## config.mk

```make
export PLATFORM = sky130hd
export DESIGN_NAME = disk_maint_cmd
export DESIGN_NICKNAME = d
export VERILOG_FILES = /design/src/rtl/disk_maint_pkg.sv /design/src/rtl/disk_maint_cmd.sv
export VERILOG_INCLUDE_DIRS = /design/src /design/src/rtl
export SDC_FILE = /design/constraint.sdc
export NUM_CORES = 1
export LEC_CHECK = 0
export BUFFER_PORTS_ARGS = -buffer_cell sky130_fd_sc_hd__buf_4
export CORE_MARGIN = 3
export CORE_UTILIZATION = 30
export CTS_CLUSTER_DIAMETER = 100
export DETAILED_ROUTE_END_ITERATION = 12
export GPL_TIMING_DRIVEN = 0
export MAX_ROUTING_LAYER = met4
export PLACE_DENSITY = 0.54
export SLEW_MARGIN = 20
export SYNTH_ARGS = -nofsm -noshare
export SYNTH_HDL_FRONTEND = slang
export SYNTH_SLANG_ARGS = --single-unit
```

## constraint.sdc

```tcl
create_clock -name clk_i -period 5.9 [get_ports clk_i]
set_clock_uncertainty 0.1 [all_clocks]
set_input_delay 0 -clock clk_i [delete_from_list [all_inputs] [get_ports clk_i]]
set_output_delay 0 -clock clk_i [all_outputs]
set_load 0.03 [all_outputs]
```

## src/rtl/disk_maint_regs.svh

```systemverilog
// Function
// - decode command codes E5h and 98h both as power mode query
// - power query returns FFh when spun up and active, else zero
// - command 90h runs diagnostics; error register holds diagnostic code
// - E7h flushes write cache, then completes with status 50h
// - track format host sends one sector table, descriptor then number
// - descriptor 00h is good; any other value aborts with abort bit
// - bytes after the format table entries are ignored
// - good sectors written with zeros, no read-back verify
// - track always laid out at 1:1 interleave regardless of table
// - address mode bit zero selects CHS, one selects block addressing
// - block address from sector, cylinder low, cylinder high, head field
// - track format in block mode reports current address back
// - block mode formats the whole track holding the address
// - unit format aborts unless features register holds 11h
// - unit format aborts unless erase-prepare immediately preceded it
// - unit format clears block 0 through native maximum address
// - unit format merges reassigned list into defect list, erases old
// - unit format has no data transfer phase
// - status and error valid once busy cleared and interrupt raised
// - non-data command: set busy, on completion clear busy, interrupt
// - reading status register clears pending interrupt
// - invalid parameter aborts: busy clear, error and abort set, interrupt
`ifndef DISK_MAINT_REGS_SVH
`define DISK_MAINT_REGS_SVH
`define CMD_PWR_QUERY      8'he5
`define CMD_PWR_QUERY_ALT  8'h98
`define CMD_DIAG           8'h90
`define CMD_FLUSH          8'he7
`define CMD_FMT_TRACK      8'h50
`define CMD_FMT_UNIT       8'hf7
`define CMD_ERASE_PREP     8'hf3
`define FEAT_MERGE_DEFECT  8'h11
`define PWR_ACTIVE_CODE    8'hff
`define PWR_IDLE_CODE      8'h00
`define GOOD_DESCRIPTOR    8'h00
`define STAT_FLUSH_OK      8'h50
`define STAT_BUSY_BIT      7
`define STAT_READY_BIT     6
`define STAT_FAULT_BIT     5
`define STAT_SEEK_BIT      4
`define STAT_DRQ_BIT       3
`define STAT_ERR_BIT       0
`define ERR_ABORT_BIT      2
`define ERR_IDNF_BIT       4
`define DH_LBA_BIT         6
`define TABLE_WORDS        9'd256
`define STATUS_RESET       8'h50
`endif

```

## src/rtl/disk_maint_pkg.sv

```systemverilog
package disk_maint_pkg;
    typedef enum logic [2:0] {
        ST_IDLE  = 3'b000,
        ST_WORK  = 3'b001,
        ST_TABLE = 3'b010,
        ST_MEDIA = 3'b011,
        ST_DONE  = 3'b100
    } cmd_state_e;
    typedef enum logic [2:0] {
        OP_NONE  = 3'b000,
        OP_PWR   = 3'b001,
        OP_DIAG  = 3'b010,
        OP_FLUSH = 3'b011,
        OP_TRACK = 3'b100,
        OP_UNIT  = 3'b101,
        OP_PREP  = 3'b110
    } cmd_op_e;
endpackage : disk_maint_pkg

```

## src/rtl/disk_maint_cmd.sv

```systemverilog
`timescale 1ns/100ps
`default_nettype none
`include "disk_maint_regs.svh"
module disk_maint_cmd
    import disk_maint_pkg::*;
#(
    parameter int SECTORS_PER_TRACK = 63
) (
    input  wire logic        clk_i,
    input  wire logic        sys_rst_i,
    input  wire logic        cmd_wr_i,
    input  wire logic [7:0]  cmd_code_i,
    input  wire logic [7:0]  features_i,
    input  wire logic [7:0]  sector_num_i,
    input  wire logic [7:0]  cyl_low_i,
    input  wire logic [7:0]  cyl_high_i,
    input  wire logic [7:0]  drive_head_select_i,
    input  wire logic        data_wr_i,
    input  wire logic [15:0] data_i,
    input  wire logic        status_rd_i,
    input  wire logic        spindle_at_speed_i,
    input  wire logic        standby_i,
    input  wire logic        sleep_i,
    output logic             diag_start_o,
    input  wire logic        diag_done_i,
    input  wire logic [7:0]  diag_code_i,
    output logic             flush_start_o,
    input  wire logic        flush_done_i,
    output logic             track_start_o,
    output logic [27:0]      track_addr_o,
    output logic             track_lba_o,
    input  wire logic        track_done_i,
    input  wire logic        track_fault_i,
    input  wire logic        track_idnf_i,
    output logic             unit_start_o,
    input  wire logic        unit_done_i,
    input  wire logic        unit_fault_i,
    output logic [7:0]       command_status_flags_o,
    output logic [7:0]       command_error_flags_o,
    output logic [7:0]       sector_count_o,
    output logic [7:0]       sector_num_o,
    output logic [7:0]       cyl_low_o,
    output logic [7:0]       cyl_high_o,
    output logic [7:0]       drive_head_select_o,
    output logic             intrq_o
);
    function automatic cmd_op_e decode_op(input logic [7:0] code);
        cmd_op_e op;
        op = OP_NONE;
        if (code == `CMD_PWR_QUERY || code == `CMD_PWR_QUERY_ALT) begin
            op = OP_PWR;
        end else if (code == `CMD_DIAG) begin
            op = OP_DIAG;
        end else if (code == `CMD_FLUSH) begin
            op = OP_FLUSH;
        end else if (code == `CMD_FMT_TRACK) begin
            op = OP_TRACK;
        end else if (code == `CMD_FMT_UNIT) begin
            op = OP_UNIT;
        end else if (code == `CMD_ERASE_PREP) begin
            op = OP_PREP;
        end
        return op;
    endfunction : decode_op

    cmd_state_e  state_q, state_d;
    cmd_op_e     op_q, op_d;
    logic [7:0]  stat_q, stat_d;
    logic [7:0]  err_q, err_d;
    logic [7:0]  scnt_q, scnt_d;
    logic [7:0]  snum_q, snum_d;
    logic [7:0]  cyll_q, cyll_d;
    logic [7:0]  cylh_q, cylh_d;
    logic [7:0]  dh_q, dh_d;
    logic        irq_q, irq_d;
    logic        prep_q, prep_d;
    logic        bad_q, bad_d;
    logic [8:0]  words_q, words_d;
    logic        go_q, go_d;
    cmd_op_e     new_op;
    logic [8:0]  entries;

    assign new_op  = decode_op(cmd_code_i);
    // two table bytes per sector = one data word per entry
    assign entries = 9'(SECTORS_PER_TRACK);

    always_comb begin
        state_d = state_q;
        op_d    = op_q;
        stat_d  = stat_q;
        err_d   = err_q;
        scnt_d  = scnt_q;
        snum_d  = snum_q;
        cyll_d  = cyll_q;
        cylh_d  = cylh_q;
        dh_d    = dh_q;
        irq_d   = irq_q;
        prep_d  = prep_q;
        bad_d   = bad_q;
        words_d = words_q;
        go_d    = 1'b0;
        // clear on status read; a new completion below still wins
        if (status_rd_i) begin
            irq_d = 1'b0;
        end
        case (state_q)
            ST_IDLE: begin
                // writes while busy are ignored, host must poll busy
                if (cmd_wr_i) begin
                    op_d   = new_op;
                    snum_d = sector_num_i;
                    cyll_d = cyl_low_i;
                    cylh_d = cyl_high_i;
                    dh_d   = drive_head_select_i;
                    err_d  = 8'h00;
                    bad_d  = 1'b0;
                    irq_d  = 1'b0;
                    stat_d = 8'h00;
                    stat_d[`STAT_BUSY_BIT] = 1'b1;
                    // prepare must be the very last command before unit fmt
                    prep_d = (new_op == OP_PREP);
                    state_d = ST_WORK;
                    go_d    = 1'b1;
                    if (new_op == OP_UNIT && (features_i != `FEAT_MERGE_DEFECT
                        || !prep_q)) begin
                        bad_d = 1'b1;
                        state_d = ST_DONE;
                    end else if (new_op == OP_NONE) begin
                        bad_d = 1'b1;
                        state_d = ST_DONE;
                    end else if (new_op == OP_TRACK) begin
                        words_d = 9'd0;
                        stat_d[`STAT_BUSY_BIT] = 1'b0;
                        stat_d[`STAT_DRQ_BIT]  = 1'b1;
                        state_d = ST_TABLE;
                    end
                end
            end
            ST_WORK: begin
                case (op_q)
                    OP_PWR: begin
                        scnt_d = (spindle_at_speed_i && !standby_i
                                  && !sleep_i) ? `PWR_ACTIVE_CODE
                                               : `PWR_IDLE_CODE;
                        state_d = ST_DONE;
                    end
                    OP_DIAG: begin
                        if (diag_done_i) begin
                            err_d   = diag_code_i;
                            state_d = ST_DONE;
                        end
                    end
                    OP_FLUSH: begin
                        if (flush_done_i) begin
                            state_d = ST_DONE;
                        end
                    end
                    OP_UNIT: begin
                        // media engine clears 0..native max, merges lists
                        if (unit_done_i) begin
                            err_d[`ERR_ABORT_BIT] = unit_fault_i;
                            state_d = ST_DONE;
                        end
                    end
                    default: state_d = ST_DONE;
                endcase
            end
            ST_TABLE: begin
                if (data_wr_i) begin
                    words_d = words_q + 9'd1;
                    // low byte is descriptor, high byte sector number
                    if (words_q < entries
                        && data_i[7:0] != `GOOD_DESCRIPTOR) begin
                        bad_d = 1'b1;
                    end
                    // tail words and sector numbers are not used
                    if (words_q == `TABLE_WORDS - 9'd1) begin
                        stat_d[`STAT_DRQ_BIT]  = 1'b0;
                        stat_d[`STAT_BUSY_BIT] = 1'b1;
                        state_d = (bad_d) ? ST_DONE : ST_MEDIA;
                        go_d    = ~bad_d;
                    end
                end
            end
            ST_MEDIA: begin
                // engine zeroes good sectors 1:1, no verify read
                if (track_done_i) begin
                    err_d[`ERR_ABORT_BIT] = track_fault_i;
                    err_d[`ERR_IDNF_BIT]  = track_idnf_i;
                    stat_d[`STAT_FAULT_BIT] = track_fault_i;
                    // address registers already hold the lba fields
                    if (dh_q[`DH_LBA_BIT]) begin
                        snum_d = snum_q;
                    end
                    state_d = ST_DONE;
                end
            end
            ST_DONE: begin
                if (bad_q) begin
                    err_d[`ERR_ABORT_BIT] = 1'b1;
                end
                stat_d = 8'h00;
                stat_d[`STAT_READY_BIT] = (op_q != OP_PWR) && (op_q != OP_DIAG);
                stat_d[`STAT_SEEK_BIT]  = (op_q != OP_PWR) && (op_q != OP_DIAG);
                stat_d[`STAT_FAULT_BIT] = stat_q[`STAT_FAULT_BIT];
                stat_d[`STAT_ERR_BIT]   = (op_q != OP_DIAG)
                    && (bad_q || err_q != 8'h00);
                // status and error valid together with interrupt
                irq_d   = 1'b1;
                state_d = ST_IDLE;
            end
            default: state_d = ST_IDLE;
        endcase
    end

    always_ff @(posedge clk_i) begin
        if (sys_rst_i) begin
            state_q <= ST_IDLE;
            op_q    <= OP_NONE;
            stat_q  <= `STATUS_RESET;
            err_q   <= 8'h00;
            scnt_q  <= 8'h00;
            snum_q  <= 8'h00;
            cyll_q  <= 8'h00;
            cylh_q  <= 8'h00;
            dh_q    <= 8'h00;
            irq_q   <= 1'b0;
            prep_q  <= 1'b0;
            bad_q   <= 1'b0;
            words_q <= 9'd0;
            go_q    <= 1'b0;
        end else begin
            state_q <= state_d;
            op_q    <= op_d;
            stat_q  <= stat_d;
            err_q   <= err_d;
            scnt_q  <= scnt_d;
            snum_q  <= snum_d;
            cyll_q  <= cyll_d;
            cylh_q  <= cylh_d;
            dh_q    <= dh_d;
            irq_q   <= irq_d;
            prep_q  <= prep_d;
            bad_q   <= bad_d;
            words_q <= words_d;
            go_q    <= go_d;
        end
    end

    assign diag_start_o  = go_q && state_q == ST_WORK && op_q == OP_DIAG;
    assign flush_start_o = go_q && state_q == ST_WORK && op_q == OP_FLUSH;
    assign unit_start_o  = go_q && state_q == ST_WORK && op_q == OP_UNIT;
    assign track_start_o = go_q && state_q == ST_MEDIA;
    // lba: sector 7:0, cyl low 15:8, cyl high 23:16, head 27:24
    assign track_addr_o  = {dh_q[3:0], cylh_q, cyll_q, snum_q};
    // whole logical track containing the address is formatted
    assign track_lba_o   = dh_q[`DH_LBA_BIT];
    assign command_status_flags_o = stat_q;
    assign command_error_flags_o  = err_q;
    assign sector_count_o         = scnt_q;
    assign sector_num_o           = snum_q;
    assign cyl_low_o              = cyll_q;
    assign cyl_high_o             = cylh_q;
    assign drive_head_select_o    = dh_q;
    assign intrq_o                = irq_q;
endmodule : disk_maint_cmd
`default_nettype wire

```

==> summary.md <==
| Metric | Value |
|---|---|
| RSZ-0062 raised after global routing | `no` |
| Gr busiest metal | `met2` |
| Total GRT Usage | `between 10% and 20%` |
| Slowest cell on crit path | `dlygate4sd3_1` |
| Flops & latches, synth | `65` |
| Inst Count DP | `between 700 and 800` |
| Cell Area, Synth | `3300 um2` |
| Residual DRC | `0` |
| Port buffer count | `approximately 170` |
| Global placer's final weighted congestion | `~0.8` |
| Die X-Extent | `about 110 um` |
| Io pins | `~180` |
| Root Buffer | `clkbuf_8` |
| ANT cells | `0` |
| Worst-path clk slew | `about 0.070 ns` |
| Hold Vio Cnt, Final | `0` |
| Die area | `roughly 12,000 um2` |
| Dpl hpwl | `a little over 8 mm` |
| Mapped Cells | `405` |
| Post-cts sizing count | `0` |
| # nets final | `a little over 700` |
| Core area | `between 10,000 and 15,000 um2` |
| Yosys top cell area share | `about two fifths` |
| Number of unique standard cell types used by synthesis | `63` |
| Final setup TNS | `0 ns` |
| Adder-cell area share of the yosys netlist | `less than 1%` |
| GRT overflow | `0` |
| Insertion delay to the later sink of the worst-skew pair | `between 0.3 and 0.4 ns` |
| Starting density of the core | `31.4%` |
| Cell accounting for the most synthesized area | `dfxtp_1` |
| Row Count | `37` |
| Max Slew Vio Count | `0` |
| Largest family of logic cells by synthesized area | `simple AND/OR/NAND/NOR gates` |
| CTS buffer count | `9` |
| Sequential-to-total area share from yosys stat | `about 39%` |
| DRT Pass-1 Iters | `5` |
| Routed via count | `3,601` |
| Fin crit share | `around 40%` |
| CTS H-Tree Depth | `3` |
| GR Layer Usage met2 | `29.4%` |
| Worst EP required | `~6 ns` |
| Layout Cells excl Fill | `770` |
| Largest net degree at the start of global routing | `12` |
| Setup slack at placement | `roughly 3.6 ns` |
| Post-Route WL | `around 11 mm` |
| Pwr dens | `between 200 and 250 nW/um2` |
| Via-to-Cell Ratio | `about 4.7` |
| Longest Clk Path Bufs | `2` |
| CP max FO | `10` |
| Setup violations, final | `0` |
| Simple-gate share of the synthesized area | `about 28%` |
| Synth Area in Compound Gates | `~16%` |
| Pleak | `approximately 2.4 nW` |
| Multiplexer share of the synthesized area | `1.52%` |
| Die H | `roughly 110 um` |
| TritonCTS Sinks | `65` |
| Hold Crit Class | `in -> reg` |
| Synth area leaders | `dfxtp_1 39%, nand2_1 9.9%, buf_4 9.5%` |
| CTS tree | `done` |
| Actual slew at the worst max-slew pin | `0.669 ns` |
| Met1 GRT Util | `21.5%` |
| Syn Area/Cell | `roughly 8.2 um2` |
| Antenna violations before repair | `0` |
| Max VDD drop | `105 uV` |
| EDFF count, synth | `0` |
| Post-CTS Setup Inserts | `0` |
| Post-synth ARST share | `0%` |
| Synth warn | `0` |
| Fin crit period | `around 2.4 ns` |
| Critical path launch point type | `register` |
| CP peak stage delay | `~0.56 ns` |
| Final core utilization | `about half` |
| Antenna-violating nets left | `0` |
| Routed WL per cell | `between 10 and 15 um` |
| Critical Path AT | `~2.5 ns` |
| Max_slew headroom | `roughly 55%` |
| Crit path cell chain | `buf_2 > nor2_2 > nand3_2 > or3_1 > dlygate4sd3_1 > a21oi_1` |
| Vias in the first global route | `~3,500` |
| DRT iter0 DRCs | `about 130` |
| Status | `complete, no violations` |
| Setup slack after layout | `~3.5 ns` |
| Critical path endpoint category | `register` |
| XOR/XNOR Fraction of Synth Area | `under 10%` |
| Synth Flop Type | `dfxtp_1` |
| Ratio of cells with drive above 1 in the final layout | `roughly 40%` |
| Max Fclk | `about 0.42 GHz` |
| Max-cap viol count | `0` |
| Layout area overhead | `63.6%` |
| Critical path class | `reg -> reg` |
| Grt met3 use | `between 4 and 5%` |
| # fillers | `between 1,000 and 1,500` |
| CTS Hold Bufs | `48` |
| First-pass GRT wire length | `roughly 17 mm` |
==> routing by layer <==
metal  share of wire (%)  vias to the layer above
li1                    -                     1812
met1                  44                     1645
met2                  48                      132
met3                 7.2                       12
met4                 1.3                        0
met5                   0                        -
==> flip-flops by register name, summed over array words and instances, names as in the netlist <==
register / count
command_error_flags_o: 8
prep_q: 1
go_q: 1
op_q: 3
command_status_flags_o: 5
sector_count_o: 1
cyl_low_o: 8
sector_num_o: 8
cyl_high_o: 8
words_q: 9
bad_q: 1
intrq_o: 1
drive_head_select_o: 8
state_q: 3
==> area by class of cell <==
cell class / instances / area, um2 / area share (%)
Buffer: 59 / 392 / 7.25
Clock buffer: 9 / 124 / 2.29
Clock inverter: 6 / 83.8 / 1.55
Inverter: 4 / 15.0 / 0.278
Multi-Input combinational cell: 278 / 1600 / 29.6
Sequential cell: 65 / 1300 / 24.1
Tap cell: 136 / 170 / 3.15
Timing Repair Buffer: 213 / 1720 / 31.8
==> through the flow <==
stage	total power [mW]	cell area, um2	hold slack [ns]
after global routing	1.21	5400	0.0506
after floorplan	0.629	3310	0.0360
after detailed placement	0.741	4720	0.155
after global placement	0.738	4720	0.147
final	1.16	5400	0.00449
after CTS	1.17	5400	0.00397
==> kinds of logic (layout without fill, tap and decap cells) <==
logic type | count (synthesis) | count (layout)
multiplexers | 5 | 5
other | 1 | 2
AND/OR/NAND/NOR | 184 | 184
buffers and inverters | 63 | 291
AO/OA/AOI/OAI | 78 | 78
adder cells (fa/ha/maj) | 2 | 2
XOR/XNOR | 7 | 7
flip-flops | 65 | 65
==> synth_stat cells (3+ instances only) <==
cell type  count
nand2_1       87
dfxtp_1       65
a21oi_1       48
buf_4         42
nor2_1        25
nand3_1       14
buf_2         10
nand3b_1      10
clkbuf_1       7
mux2i_1        5
nand4_1        5
xor2_1         5
inv_1          4
nand2b_1       4
nor3_1         4
a31oi_1        3
and3_1         3
nor2b_1        3
nor4_1         3
o21ai_1        3
or3_1          3
==> power by group <==
part           internal [mW]  leakage, nW  total, mW  switching, mW
Sequential             0.458        0.531      0.475         0.0170
Clock                  0.234        0.109      0.406          0.172
Combinational          0.134         1.80      0.279          0.146
==> critical path, delay by kind of cell, from the launching register on <==
family / cells / cell delay, ns
flip-flops: 1 / 0.37
buffers and inverters: 2 / 0.77
AND/OR/NAND/NOR: 3 / 0.92
AO/OA/AOI/OAI: 1 / 0.14
==> final timing paths <==
check                                      endpoint  depth (start not counted)                                    from  slack [ns]
max reg2reg                     prep_q$_SDFFE_PP0P_                          6                 state_q[1]$_SDFFE_PP0P_        3.53
min reg2reg  command_status_flags_o[3]$_SDFFE_PP0P_                          2  command_status_flags_o[3]$_SDFFE_PP0P_        0.36
max                             prep_q$_SDFFE_PP0P_                          6                 state_q[1]$_SDFFE_PP0P_        3.53
min           command_error_flags_o[2]$_SDFFE_PP0P_                          5                          diag_code_i[2]       0.004
==> layout by cell type, fill, tap and decap left out, types with 3 or more instances in the layout <==
master	Yosys	routed
nor2b_1	3	3
o21ai_1	3	3
dlygate4sd3_1	0	48
nand3_1	14	14
a31oi_1	3	3
nand2_1	87	87
clkbuf_1	7	7
nor4_1	3	3
nand2b_1	4	4
and3_1	3	3
nand4_1	5	5
a21oi_1	48	48
dfxtp_1	65	65
clkinv_2	0	3
nor3_1	4	4
clkbuf_8	0	9
buf_2	10	10
buf_4	42	207
inv_1	4	4
xor2_1	5	5
nand3b_1	10	10
mux2i_1	5	5
or3_1	3	3
nor2_1	25	25
Power figures use the tool's default switching activity.
